### config.mk
export PLATFORM = sky130hd
export DESIGN_NAME = timer_pwm
export DESIGN_NICKNAME = d
export VERILOG_FILES = /design/src/verilog/timer_pwm_pkg.sv /design/src/verilog/reg_access_if.sv /design/src/verilog/axil_byte_slave.sv /design/src/verilog/timer_pwm.sv
export VERILOG_INCLUDE_DIRS = /design/src /design/src/verilog
export SDC_FILE = /design/constraint.sdc
export NUM_CORES = 1
export LEC_CHECK = 0
export BUFFER_PORTS_ARGS = -buffer_cell sky130_fd_sc_hd__buf_4
export CAP_MARGIN = 40
export CORE_UTILIZATION = 40
export CTS_CLUSTER_SIZE = 20
export DETAILED_ROUTE_END_ITERATION = 8
export HOLD_SLACK_MARGIN = 0.05
export PLACE_DENSITY = 0.7
export SETUP_SLACK_MARGIN = 0.1
export SYNTH_ARGS = -nofsm -noshare
export SYNTH_HDL_FRONTEND = slang
export SYNTH_SLANG_ARGS = --single-unit
### constraint.sdc
create_clock -name aclk -period 9.5 [get_ports aclk]
set_clock_uncertainty 0.05 [all_clocks]
set_input_delay 1.9 -clock aclk [delete_from_list [all_inputs] [get_ports aclk]]
set_output_delay 1.9 -clock aclk [all_outputs]
set_load 0.05 [all_outputs]
### src/verilog/timer_pwm_cfg.svh
// Register map, field positions, reset values and timing constants of the PWM timer
`ifndef TIMER_PWM_CFG_SVH
`define TIMER_PWM_CFG_SVH
// ----------------------------------------
// Register byte offsets
// ----------------------------------------
`define OFS_CTRL_A 8'h00
`define OFS_CTRL_B 8'h04
`define OFS_COUNT_L 8'h08
`define OFS_COUNT_H 8'h0C
`define OFS_MATCH_A_L 8'h10
`define OFS_MATCH_A_H 8'h14
`define OFS_MATCH_B_L 8'h18
`define OFS_MATCH_B_H 8'h1C
`define OFS_FLAGS 8'h20
`define OFS_IRQ_EN 8'h24
`define OFS_LAST 8'h24
// ----------------------------------------
// Field positions
// ----------------------------------------
`define BIT_MODE_A_HI 7
`define BIT_MODE_A_LO 6
`define BIT_MODE_B_HI 5
`define BIT_MODE_B_LO 4
`define BIT_RES_HI 1
`define BIT_RES_LO 0
`define BIT_CLR_ON_MATCH 3
`define BIT_FLAG_OVF 0
`define BIT_FLAG_MA 1
`define BIT_FLAG_MB 2
`define BIT_GLOBAL_EN 7
`define CTRL_A_MASK 8'hF3
`define CTRL_B_MASK 8'h0F
`define FLAG_MASK 8'h07
`define IRQ_EN_MASK 8'h87
// ----------------------------------------
// Values
// ----------------------------------------
`define RST_BYTE 8'h00
`define RST_WORD 16'h0000
`define TOP_8BIT 16'h00FF
`define TOP_9BIT 16'h01FF
`define TOP_10BIT 16'h03FF
`define TOP_FULL 16'hFFFF
`define DIV_8_MASK 10'h007
`define DIV_64_MASK 10'h03F
`define DIV_256_MASK 10'h0FF
`define DIV_1024_MASK 10'h3FF
`define RESP_OKAY 2'h0
`define RESP_SLVERR 2'h2
`endif

### src/verilog/timer_pwm_pkg.sv
// Types shared by the PWM timer modules
package timer_pwm_pkg;
  typedef enum logic [2:0] {
    CLK_STOP = 3'h0,
    CLK_DIV1 = 3'h1,
    CLK_DIV8 = 3'h2,
    CLK_DIV64 = 3'h3,
    CLK_DIV256 = 3'h4,
    CLK_DIV1024 = 3'h5,
    CLK_EXT_FALL = 3'h6,
    CLK_EXT_RISE = 3'h7
  } clk_sel_t;
  typedef enum logic {
    DIR_UP = 1'b0,
    DIR_DOWN = 1'b1
  } count_dir_t;
  typedef logic [1:0] res_sel_t;
  typedef logic [1:0] out_mode_t;
endpackage : timer_pwm_pkg

### src/verilog/reg_access_if.sv
// Byte register access path between the bus slave and the timer core
`timescale 1ns/1ps
interface reg_access_if;
  logic wr_en;
  logic rd_en;
  logic [7:0] wr_addr;
  logic [7:0] rd_addr;
  logic [7:0] wr_data;
  logic [7:0] rd_data;
  modport slave (output wr_en, output rd_en, output wr_addr, output rd_addr, output wr_data, input rd_data);
  modport core (input wr_en, input rd_en, input wr_addr, input rd_addr, input wr_data, output rd_data);
endinterface : reg_access_if

### src/verilog/axil_byte_slave.sv
// AXI4-Lite slave that turns word accesses into byte register strobes
`timescale 1ns/1ps
`include "timer_pwm_cfg.svh"
module axil_byte_slave #(
  parameter int ADDR_W = 8
) (
  input wire logic aclk,
  input wire logic aresetn,
  input wire logic [ADDR_W-1:0] s_axi_awaddr,
  input wire logic s_axi_awvalid,
  output logic s_axi_awready,
  input wire logic [31:0] s_axi_wdata,
  input wire logic [3:0] s_axi_wstrb,
  input wire logic s_axi_wvalid,
  output logic s_axi_wready,
  output logic [1:0] s_axi_bresp,
  output logic s_axi_bvalid,
  input wire logic s_axi_bready,
  input wire logic [ADDR_W-1:0] s_axi_araddr,
  input wire logic s_axi_arvalid,
  output logic s_axi_arready,
  output logic [31:0] s_axi_rdata,
  output logic [1:0] s_axi_rresp,
  output logic s_axi_rvalid,
  input wire logic s_axi_rready,
  reg_access_if.slave regs
);
  logic [7:0] aw_addr_reg;
  logic [7:0] w_data_reg;
  logic w_lane_reg;
  logic aw_have_reg;
  logic w_have_reg;
  logic wr_fire;

  // Address is mapped when aligned and inside the register block
  function automatic logic mapped(input logic [7:0] a);
    return (a[1:0] == 2'h0) && (a <= `OFS_LAST);
  endfunction : mapped

  assign wr_fire = aw_have_reg && w_have_reg && !s_axi_bvalid;
  assign regs.wr_en = wr_fire && w_lane_reg && mapped(aw_addr_reg);
  assign regs.wr_addr = aw_addr_reg;
  assign regs.wr_data = w_data_reg;
  assign regs.rd_en = s_axi_arvalid && s_axi_arready && mapped(s_axi_araddr[7:0]);
  assign regs.rd_addr = s_axi_araddr[7:0];

  // Write address and data captured in either order
  always_ff @(posedge aclk) begin
    if (!aresetn) begin
      s_axi_awready <= 1'b1;
      s_axi_wready <= 1'b1;
      aw_have_reg <= 1'b0;
      w_have_reg <= 1'b0;
      aw_addr_reg <= `RST_BYTE;
      w_data_reg <= `RST_BYTE;
      w_lane_reg <= 1'b0;
    end else begin
      if (s_axi_awvalid && s_axi_awready) begin
        aw_addr_reg <= s_axi_awaddr[7:0];
        aw_have_reg <= 1'b1;
        s_axi_awready <= 1'b0;
      end
      if (s_axi_wvalid && s_axi_wready) begin
        w_data_reg <= s_axi_wdata[7:0];
        w_lane_reg <= s_axi_wstrb[0];
        w_have_reg <= 1'b1;
        s_axi_wready <= 1'b0;
      end
      if (wr_fire) begin
        aw_have_reg <= 1'b0;
        w_have_reg <= 1'b0;
      end
      if (s_axi_bvalid && s_axi_bready) begin
        s_axi_awready <= 1'b1;
        s_axi_wready <= 1'b1;
      end
    end
  end

  // Write response one cycle after both halves are held
  always_ff @(posedge aclk) begin
    if (!aresetn) begin
      s_axi_bvalid <= 1'b0;
      s_axi_bresp <= `RESP_OKAY;
    end else if (wr_fire) begin
      s_axi_bvalid <= 1'b1;
      s_axi_bresp <= mapped(aw_addr_reg) ? `RESP_OKAY : `RESP_SLVERR;
    end else if (s_axi_bready) begin
      s_axi_bvalid <= 1'b0;
    end
  end

  // Read channel, data registered at the address handshake
  always_ff @(posedge aclk) begin
    if (!aresetn) begin
      s_axi_arready <= 1'b1;
      s_axi_rvalid <= 1'b0;
      s_axi_rdata <= 32'h0000_0000;
      s_axi_rresp <= `RESP_OKAY;
    end else if (s_axi_arvalid && s_axi_arready) begin
      s_axi_arready <= 1'b0;
      s_axi_rvalid <= 1'b1;
      s_axi_rdata <= mapped(s_axi_araddr[7:0]) ? {24'h00_0000, regs.rd_data} : 32'h0000_0000;
      s_axi_rresp <= mapped(s_axi_araddr[7:0]) ? `RESP_OKAY : `RESP_SLVERR;
    end else if (s_axi_rvalid && s_axi_rready) begin
      s_axi_rvalid <= 1'b0;
      s_axi_arready <= 1'b1;
    end
  end
endmodule : axil_byte_slave

### src/verilog/timer_pwm.sv
// Dual channel 16-bit timer with phase-correct and overflow PWM modes
//
// Overview of operation
// - Up/down mode counts zero to TOP, turns, counts back to zero, repeats.
// - Resolution code 01, 10, 11 gives TOP 255, 511, 1023.
// - Clear-on-match low: period 2*TOP; high: count up, wrap after TOP.
// - Match when counter equals compare value's low bits at selected resolution.
// - Up/down mode 10 clears on up match, sets on down; 00/01 disconnect.
// - Up/down mode 11 clears on down match, sets on up match.
// - Overflow mode 10 clears on match, sets on counter overflow.
// - Overflow mode 11 sets on match, clears on counter overflow.
// - Bits above resolution forced to zero in compare values and counter.
// - Written compare value buffered, copied to active value when counter hits TOP.
// - Compare readback returns buffered value, the most recent write.
// - Up/down: compare zero or TOP gives fixed level per output mode.
// - Overflow mode holds fixed level only for compare equal to TOP.
// - Up/down mode sets overflow flag when counter leaves zero.
// - Overflow mode sets overflow flag when the counter wraps.
// - Interrupt requested when flag, own enable and global enable all set.
// - High byte write goes to temp; low byte commits; low read latches high.
// - Compare match sets its flag in the following clock cycle.
// - Clock select: stop, divide 1/8/64/256/1024, external falling or rising.
//
// Our own choices: the placing of the registers and the AXI4-Lite interface to the registers.
`timescale 1ns/1ps
`include "timer_pwm_cfg.svh"
module timer_pwm #(
  parameter int ADDR_W = 8
) (
  input wire logic aclk,
  input wire logic aresetn,
  input wire logic [ADDR_W-1:0] s_axi_awaddr,
  input wire logic s_axi_awvalid,
  output logic s_axi_awready,
  input wire logic [31:0] s_axi_wdata,
  input wire logic [3:0] s_axi_wstrb,
  input wire logic s_axi_wvalid,
  output logic s_axi_wready,
  output logic [1:0] s_axi_bresp,
  output logic s_axi_bvalid,
  input wire logic s_axi_bready,
  input wire logic [ADDR_W-1:0] s_axi_araddr,
  input wire logic s_axi_arvalid,
  output logic s_axi_arready,
  output logic [31:0] s_axi_rdata,
  output logic [1:0] s_axi_rresp,
  output logic s_axi_rvalid,
  input wire logic s_axi_rready,
  input wire logic ext_clk_pin,
  output logic wave_out_a,
  output logic wave_out_b,
  output logic wave_oe_a_n,
  output logic wave_oe_b_n,
  output logic irq_overflow,
  output logic irq_match_a,
  output logic irq_match_b
);
  import timer_pwm_pkg::*;

  // ----------------------------------------
  // Declarations
  // ----------------------------------------
  reg_access_if bus ();
  logic [7:0] ctrl_a_reg;
  logic [7:0] ctrl_b_reg;
  logic [7:0] temp_reg;
  logic [15:0] count_value_reg;
  logic [15:0] count_value_next;
  logic [15:0] match_buf_a_reg;
  logic [15:0] match_buf_b_reg;
  logic [15:0] match_value_a_reg;
  logic [15:0] match_value_b_reg;
  logic [2:0] flags_reg;
  logic [7:0] irq_en_reg;
  logic [9:0] pre_cnt_reg;
  logic ext_sync1_reg;
  logic ext_sync2_reg;
  logic ext_prev_reg;
  count_dir_t dir_reg;
  count_dir_t dir_next;
  logic tick;
  logic pwm_mode;
  logic wrap_mode;
  logic [15:0] top;
  logic [15:0] res_mask;
  logic at_top;
  logic hit_a;
  logic hit_b;
  logic ovf_event;
  logic going_up;
  logic cnt_wr;
  logic ma_wr;
  logic mb_wr;
  logic [15:0] wr_word;
  logic [2:0] flag_clr;
  clk_sel_t clk_sel;
  res_sel_t res_sel;

  // ----------------------------------------
  // Helper functions
  // ----------------------------------------
  // TOP value for a resolution code
  function automatic logic [15:0] top_of(input res_sel_t r);
    logic [15:0] t;
    t = `TOP_FULL;
    unique case (r)
      2'h1: t = `TOP_8BIT;
      2'h2: t = `TOP_9BIT;
      2'h3: t = `TOP_10BIT;
      2'h0: t = `TOP_FULL;
    endcase
    return t;
  endfunction : top_of

  // Divider tap reached its last count
  function automatic logic tap(input logic [9:0] cnt, input logic [9:0] m);
    return (cnt & m) == m;
  endfunction : tap

  // Next pin level for an output mode on a compare match
  function automatic logic match_level(input out_mode_t m, input logic up, input logic wrap, input logic cur);
    logic v;
    v = cur;
    if (m[1]) begin
      if (wrap) begin
        v = m[0];
      end else begin
        v = up ? m[0] : !m[0];
      end
    end
    return v;
  endfunction : match_level

  // ----------------------------------------
  // Bus slave
  // ----------------------------------------
  axil_byte_slave #(
    .ADDR_W(ADDR_W)
  ) u_slave (
    .aclk(aclk),
    .aresetn(aresetn),
    .s_axi_awaddr(s_axi_awaddr),
    .s_axi_awvalid(s_axi_awvalid),
    .s_axi_awready(s_axi_awready),
    .s_axi_wdata(s_axi_wdata),
    .s_axi_wstrb(s_axi_wstrb),
    .s_axi_wvalid(s_axi_wvalid),
    .s_axi_wready(s_axi_wready),
    .s_axi_bresp(s_axi_bresp),
    .s_axi_bvalid(s_axi_bvalid),
    .s_axi_bready(s_axi_bready),
    .s_axi_araddr(s_axi_araddr),
    .s_axi_arvalid(s_axi_arvalid),
    .s_axi_arready(s_axi_arready),
    .s_axi_rdata(s_axi_rdata),
    .s_axi_rresp(s_axi_rresp),
    .s_axi_rvalid(s_axi_rvalid),
    .s_axi_rready(s_axi_rready),
    .regs(bus.slave)
  );

  // ----------------------------------------
  // Mode decode
  // ----------------------------------------
  assign res_sel = {ctrl_a_reg[`BIT_RES_HI], ctrl_a_reg[`BIT_RES_LO]};
  assign clk_sel = clk_sel_t'(ctrl_b_reg[2:0]);
  assign pwm_mode = (res_sel != 2'h0);
  assign wrap_mode = ctrl_b_reg[`BIT_CLR_ON_MATCH];
  assign top = top_of(res_sel);
  assign res_mask = top;
  assign at_top = (count_value_reg == top);
  assign wr_word = {temp_reg, bus.wr_data};

  // Low byte writes commit the full word
  assign cnt_wr = bus.wr_en && (bus.wr_addr == `OFS_COUNT_L);
  assign ma_wr = bus.wr_en && (bus.wr_addr == `OFS_MATCH_A_L);
  assign mb_wr = bus.wr_en && (bus.wr_addr == `OFS_MATCH_B_L);
  assign flag_clr = (bus.wr_en && (bus.wr_addr == `OFS_FLAGS)) ? bus.wr_data[2:0] : 3'h0;

  // ----------------------------------------
  // Timer clock source
  // ----------------------------------------
  // External pin synchroniser and edge history
  always_ff @(posedge aclk) begin
    if (!aresetn) begin
      ext_sync1_reg <= 1'b0;
      ext_sync2_reg <= 1'b0;
      ext_prev_reg <= 1'b0;
    end else begin
      ext_sync1_reg <= ext_clk_pin;
      ext_sync2_reg <= ext_sync1_reg;
      ext_prev_reg <= ext_sync2_reg;
    end
  end

  // Free running prescaler
  always_ff @(posedge aclk) begin
    if (!aresetn) begin
      pre_cnt_reg <= 10'h000;
    end else begin
      pre_cnt_reg <= pre_cnt_reg + 10'h001;
    end
  end

  // Timer tick select
  always_comb begin
    tick = 1'b0;
    unique case (clk_sel)
      CLK_STOP: tick = 1'b0;
      CLK_DIV1: tick = 1'b1;
      CLK_DIV8: tick = tap(pre_cnt_reg, `DIV_8_MASK);
      CLK_DIV64: tick = tap(pre_cnt_reg, `DIV_64_MASK);
      CLK_DIV256: tick = tap(pre_cnt_reg, `DIV_256_MASK);
      CLK_DIV1024: tick = tap(pre_cnt_reg, `DIV_1024_MASK);
      CLK_EXT_FALL: tick = ext_prev_reg && !ext_sync2_reg;
      CLK_EXT_RISE: tick = !ext_prev_reg && ext_sync2_reg;
    endcase
  end

  // ----------------------------------------
  // Counter
  // ----------------------------------------
  // Matches and effective direction at the turning points
  assign hit_a = tick && (count_value_reg == match_value_a_reg);
  assign hit_b = tick && (count_value_reg == match_value_b_reg);
  assign going_up = (count_value_reg == `RST_WORD) ? 1'b1 : (at_top ? 1'b0 : (dir_reg == DIR_UP));

  // Next count, direction and overflow event
  always_comb begin
    count_value_next = count_value_reg;
    dir_next = dir_reg;
    ovf_event = 1'b0;
    if (!pwm_mode) begin
      dir_next = DIR_UP;
      if (wrap_mode && (count_value_reg == match_value_a_reg)) begin
        count_value_next = `RST_WORD;
      end else begin
        count_value_next = count_value_reg + 16'h0001;
        ovf_event = (count_value_reg == `TOP_FULL);
      end
    end else if (wrap_mode) begin
      dir_next = DIR_UP;
      if (at_top) begin
        count_value_next = `RST_WORD;
        ovf_event = 1'b1;
      end else begin
        count_value_next = count_value_reg + 16'h0001;
      end
    end else if (going_up) begin
      if (count_value_reg == `RST_WORD) begin
        ovf_event = 1'b1;
      end
      dir_next = DIR_UP;
      count_value_next = count_value_reg + 16'h0001;
    end else begin
      dir_next = DIR_DOWN;
      count_value_next = count_value_reg - 16'h0001;
    end
  end

  // Counter register, a write preset skips this tick
  always_ff @(posedge aclk) begin
    if (!aresetn) begin
      count_value_reg <= `RST_WORD;
      dir_reg <= DIR_UP;
    end else if (cnt_wr) begin
      count_value_reg <= pwm_mode ? (wr_word & res_mask) : wr_word;
    end else if (tick) begin
      count_value_reg <= pwm_mode ? (count_value_next & res_mask) : count_value_next;
      dir_reg <= dir_next;
    end else if (pwm_mode) begin
      count_value_reg <= count_value_reg & res_mask;
    end
  end

  // ----------------------------------------
  // Compare values
  // ----------------------------------------
  // Buffers take writes, active values load at TOP in PWM mode
  always_ff @(posedge aclk) begin
    if (!aresetn) begin
      match_buf_a_reg <= `RST_WORD;
      match_buf_b_reg <= `RST_WORD;
      match_value_a_reg <= `RST_WORD;
      match_value_b_reg <= `RST_WORD;
    end else if (!pwm_mode) begin
      if (ma_wr) begin
        match_buf_a_reg <= wr_word;
        match_value_a_reg <= wr_word;
      end
      if (mb_wr) begin
        match_buf_b_reg <= wr_word;
        match_value_b_reg <= wr_word;
      end
    end else begin
      match_buf_a_reg <= (ma_wr ? wr_word : match_buf_a_reg) & res_mask;
      match_buf_b_reg <= (mb_wr ? wr_word : match_buf_b_reg) & res_mask;
      if (tick && at_top) begin
        match_value_a_reg <= match_buf_a_reg & res_mask;
        match_value_b_reg <= match_buf_b_reg & res_mask;
      end else begin
        match_value_a_reg <= match_value_a_reg & res_mask;
        match_value_b_reg <= match_value_b_reg & res_mask;
      end
    end
  end

  // ----------------------------------------
  // Output pins
  // ----------------------------------------
  // Channel A level and drive
  always_ff @(posedge aclk) begin
    if (!aresetn) begin
      wave_out_a <= 1'b0;
      wave_oe_a_n <= 1'b1;
    end else begin
      wave_oe_a_n <= !(pwm_mode && ctrl_a_reg[`BIT_MODE_A_HI]);
      if (pwm_mode && tick) begin
        if (wrap_mode && at_top && ctrl_a_reg[`BIT_MODE_A_HI]) begin
          wave_out_a <= !ctrl_a_reg[`BIT_MODE_A_LO];
        end else if (hit_a && !(wrap_mode && (match_value_a_reg == top))) begin
          wave_out_a <= match_level(out_mode_t'(ctrl_a_reg[7:6]), going_up, wrap_mode, wave_out_a);
        end
      end
    end
  end

  // Channel B level and drive
  always_ff @(posedge aclk) begin
    if (!aresetn) begin
      wave_out_b <= 1'b0;
      wave_oe_b_n <= 1'b1;
    end else begin
      wave_oe_b_n <= !(pwm_mode && ctrl_a_reg[`BIT_MODE_B_HI]);
      if (pwm_mode && tick) begin
        if (wrap_mode && at_top && ctrl_a_reg[`BIT_MODE_B_HI]) begin
          wave_out_b <= !ctrl_a_reg[`BIT_MODE_B_LO];
        end else if (hit_b && !(wrap_mode && (match_value_b_reg == top))) begin
          wave_out_b <= match_level(out_mode_t'(ctrl_a_reg[5:4]), going_up, wrap_mode, wave_out_b);
        end
      end
    end
  end

  // ----------------------------------------
  // Flags and interrupt requests
  // ----------------------------------------
  // Sticky flags, a new event wins over a clear
  always_ff @(posedge aclk) begin
    if (!aresetn) begin
      flags_reg <= 3'h0;
    end else begin
      flags_reg[`BIT_FLAG_OVF] <= (flags_reg[`BIT_FLAG_OVF] && !flag_clr[`BIT_FLAG_OVF]) || (tick && ovf_event);
      flags_reg[`BIT_FLAG_MA] <= (flags_reg[`BIT_FLAG_MA] && !flag_clr[`BIT_FLAG_MA]) || hit_a;
      flags_reg[`BIT_FLAG_MB] <= (flags_reg[`BIT_FLAG_MB] && !flag_clr[`BIT_FLAG_MB]) || hit_b;
    end
  end

  // Requests gated by own and global enables
  always_ff @(posedge aclk) begin
    if (!aresetn) begin
      irq_overflow <= 1'b0;
      irq_match_a <= 1'b0;
      irq_match_b <= 1'b0;
    end else begin
      irq_overflow <= flags_reg[`BIT_FLAG_OVF] && irq_en_reg[`BIT_FLAG_OVF] && irq_en_reg[`BIT_GLOBAL_EN];
      irq_match_a <= flags_reg[`BIT_FLAG_MA] && irq_en_reg[`BIT_FLAG_MA] && irq_en_reg[`BIT_GLOBAL_EN];
      irq_match_b <= flags_reg[`BIT_FLAG_MB] && irq_en_reg[`BIT_FLAG_MB] && irq_en_reg[`BIT_GLOBAL_EN];
    end
  end

  // ----------------------------------------
  // Register file
  // ----------------------------------------
  // Control registers
  always_ff @(posedge aclk) begin
    if (!aresetn) begin
      ctrl_a_reg <= `RST_BYTE;
      ctrl_b_reg <= `RST_BYTE;
      irq_en_reg <= `RST_BYTE;
    end else if (bus.wr_en) begin
      if (bus.wr_addr == `OFS_CTRL_A) begin
        ctrl_a_reg <= bus.wr_data & `CTRL_A_MASK;
      end
      if (bus.wr_addr == `OFS_CTRL_B) begin
        ctrl_b_reg <= bus.wr_data & `CTRL_B_MASK;
      end
      if (bus.wr_addr == `OFS_IRQ_EN) begin
        irq_en_reg <= bus.wr_data & `IRQ_EN_MASK;
      end
    end
  end

  // Shared temporary byte for 16-bit access
  always_ff @(posedge aclk) begin
    if (!aresetn) begin
      temp_reg <= `RST_BYTE;
    end else if (bus.wr_en && ((bus.wr_addr == `OFS_COUNT_H) || (bus.wr_addr == `OFS_MATCH_A_H) ||
                               (bus.wr_addr == `OFS_MATCH_B_H))) begin
      temp_reg <= bus.wr_data;
    end else if (bus.rd_en) begin
      if (bus.rd_addr == `OFS_COUNT_L) begin
        temp_reg <= count_value_reg[15:8];
      end else if (bus.rd_addr == `OFS_MATCH_A_L) begin
        temp_reg <= match_buf_a_reg[15:8];
      end else if (bus.rd_addr == `OFS_MATCH_B_L) begin
        temp_reg <= match_buf_b_reg[15:8];
      end
    end
  end

  // Read data, compare reads see the buffers
  always_comb begin
    bus.rd_data = `RST_BYTE;
    unique case (bus.rd_addr)
      `OFS_CTRL_A: bus.rd_data = ctrl_a_reg;
      `OFS_CTRL_B: bus.rd_data = ctrl_b_reg;
      `OFS_COUNT_L: bus.rd_data = count_value_reg[7:0];
      `OFS_MATCH_A_L: bus.rd_data = match_buf_a_reg[7:0];
      `OFS_MATCH_B_L: bus.rd_data = match_buf_b_reg[7:0];
      `OFS_COUNT_H, `OFS_MATCH_A_H, `OFS_MATCH_B_H: bus.rd_data = temp_reg;
      `OFS_FLAGS: bus.rd_data = {5'h00, flags_reg};
      `OFS_IRQ_EN: bus.rd_data = irq_en_reg;
      default: bus.rd_data = `RST_BYTE;
    endcase
  end
endmodule : timer_pwm

==> results.yml <==
outcome:
  status: "finished, final reports clean"
min_path:
  min_path_type: "reg -> reg"
grt:
  grt_pass1_vias: 7389
  grt_pass1_wl_um: 39600
  grt_overflow_total: 0
  track_usage_pct: 23.4
  antenna_found_initial: 0
  grt_max_degree: 69
finish:
  final_layout_size_suffix_gt1_share_pct: 10.4
  register_area_um2: 3200
  layout.cells.non_filler: 1337
  diodes: 0
  nets: 1128
  areaGrowthSynthToFinish_pct: 13.3
  nFillCells: 1991
  multi_input_area_um2: 4620
timing:
  setup_viol: 0
  final.min_clock_period_ns: 3.92
  maxSlewHeadroom_pct: 41.3
  period_share_pct: 41.2
  tns_ns: 0
  worstMarginPinSlew_ns: 0.880
  finalHoldViolCount: 0
  rsz0062_at_grt: "false"
  slew_viol_final: 0
  fmax_ghz: 0.255
detailed_routing:
  wl_um: 24800
  drt-initial-drc-count: 1019
  drc: 0
  via_count: 7865
  wl_per_cell_um: 18.5
  detail_route.vias_per_cell: 5.88
  firstDrtPassIters: 6
  detail-route-antenna-nets: 0
cts:
  cts.repair.resized: 0
  worstSkewPairLatency_ns: 0.43
  clock_path_buffers: 2
  root_buffer: "clkbuf_16"
  cts_tree: "done"
  clock-sinks: 160
  hold_buffers: 0
  postCtsSetupBuffers: 0
  cts_max_level: 4
  numCtsBuffers: 17
  path_clk_slew_ns: 0.07
placed_design:
  hpwl_um: 17200
  place_inst: 1305
  gp_congestion: 0.949
  numPortBuffers: 54
pwr:
  power.density_nw_per_um2: 161
  leakage_nw: 3.48
  worst_ir_drop_vdd_uv: 139
floorplan:
  die_h_um: 146
  start_util_pct: 40.8
  die_w_um: 146
  coreArea_um2: 20200
  io_pins: 108
  rows: 52
  dieArea_um2: 21200
logic_synthesis:
  synth_edf_count: 0
  ys_types: 67
  synth_area_leaders: "dfxtp_1 39%, a21oi_1 8.1%, nand2_1 7.5%"
  post-synth-top-count-cell: "nand2_1"
  yosysTopAreaCellShare_pct: 38.8
  yosysTopAreaCell: "dfxtp_1"
  ys_async_sr_fraction_pct: 0
  synth_common_cells: "165 x nand2_1, 160 x dfxtp_1, 134 x a21oi_1"
  synth_area_um2: 8260
  synth_cells: 1041
  avgSynthCellArea_um2: 7.94
  ys_seq_area_share_pct: 38.8
  yosysWarnings: 0
  ys.flop_type: "dfxtp_1"
  synth_seq_cells: 160
worst_setup_path:
  criticalPathCategory: "reg -> reg"
  crit_fanout: 6
  worst_ep_required_time_ns: 9.75
  crit_path_start_kind: "register"
  crit_path_end_kind: "register"
  crit_arrival_ns: 4.17
flow_run:
  max-cap-violations: 0
## kinds of logic (layout without fill, tap and decap cells)
kind of cell               Yosys count  count (layout)  share of synthesized area, %
muxes                               32              32                          3.88
xor gates and xnor gates            55              55                          5.83
other                                1              26                        0.0454
buffers and inverters              117             118                          6.66
adders and majority gates           14              14                          2.12
AOI/OAI and AO/OA                  274             274                          20.6
DFF                                160             160                          38.8
and+or+nand+nor                    388             388                          22.1
## through the flow
stage          setup WS [ns]  hold slack [ns]  utilization (%)  power (mW)  area [um2]
4_1_cts                 5.61            0.395             46.2        1.50        9360
6_report                5.58            0.387             46.2        1.50        9360
5_1_grt                 5.41            0.426             46.2        1.54        9360
2_1_floorplan           5.83            0.345                -       0.779        8350
3_5_place_dp            5.23            0.380             43.2       0.800        8740
3_3_place_gp            5.22            0.375             42.9       0.799        8680
## critical path, stage by stage (launching register included)
cell and delay [ns]:
dfxtp_1 0.40, inv_1 0.07, ha_1 0.41, inv_1 0.11, ha_1 0.29, or4_1 0.56
nor4_2 0.58, nand2_1 0.31, a2111oi_0 0.71, mux2i_1 0.25, nor2_1 0.05
## metal layers
metal / GRT usage [%] / routed length (um) / part of all wire [%] / vias to the layer above
met5: 0 / 0 / 0 / -
met2: 36.4 / 11200 / 45 / 440
met4: 10.1 / 918 / 3.7 / 0
met3: 5.83 / 2470 / 10 / 79
met1: 30.7 / 10200 / 41 / 3654
li1: - / - / - / 3692
## path summary, 6_finish.rpt
kind,end,slack [ns],from,cells after the start
hold reg to reg,ext_sync2_reg,0.39,ext_sync1_reg,1
setup reg to reg,wave_out_b,5.58,ctrl_a_reg[0],10
hold / removal,ext_sync2_reg,0.39,ext_sync1_reg,1
setup / recovery,wave_out_b,5.58,ctrl_a_reg[0],10
## cells in the final DEF (no fill, tap or decap), types with 4 or more instances in the layout
cell / netlist / final
and4_1: 5 / 5
nor2_1: 69 / 69
and2_1: 15 / 15
o211a_1: 4 / 4
nand4_1: 18 / 18
xnor2_1: 27 / 27
clkbuf_16: 0 / 17
a211oi_1: 5 / 5
o21ai_0: 44 / 44
xor2_1: 28 / 28
buf_4: 26 / 62
dfxtp_1: 160 / 160
nor2b_1: 5 / 5
nand2_1: 165 / 165
nand3_1: 39 / 39
and3_1: 13 / 13
a32oi_1: 4 / 4
nor4_1: 17 / 16
mux2i_1: 32 / 32
a222oi_1: 9 / 9
inv_1: 18 / 18
conb_1: 1 / 26
o211ai_1: 4 / 4
a31oi_1: 4 / 4
a21oi_1: 134 / 134
nor3_1: 18 / 18
a22oi_1: 29 / 29
ha_1: 14 / 14
## report_power, final
part	switching [mW]	internal, mW	total [mW]
Sequential	0.0180	0.680	0.698
Clock	0.286	0.430	0.716
Combinational	0.0644	0.0244	0.0888
## final cells by class
class / instances / share of cell area, %
multi-input combinational: 789 / 49.4
tap: 270 / 3.61
timing repair buffer: 67 / 5.44
sequential: 160 / 34.2
clock buffer: 21 / 4.92
inverter: 19 / 0.762
clock inverter: 11 / 1.64
No activity file was read; power rests on OpenSTA's default activity.
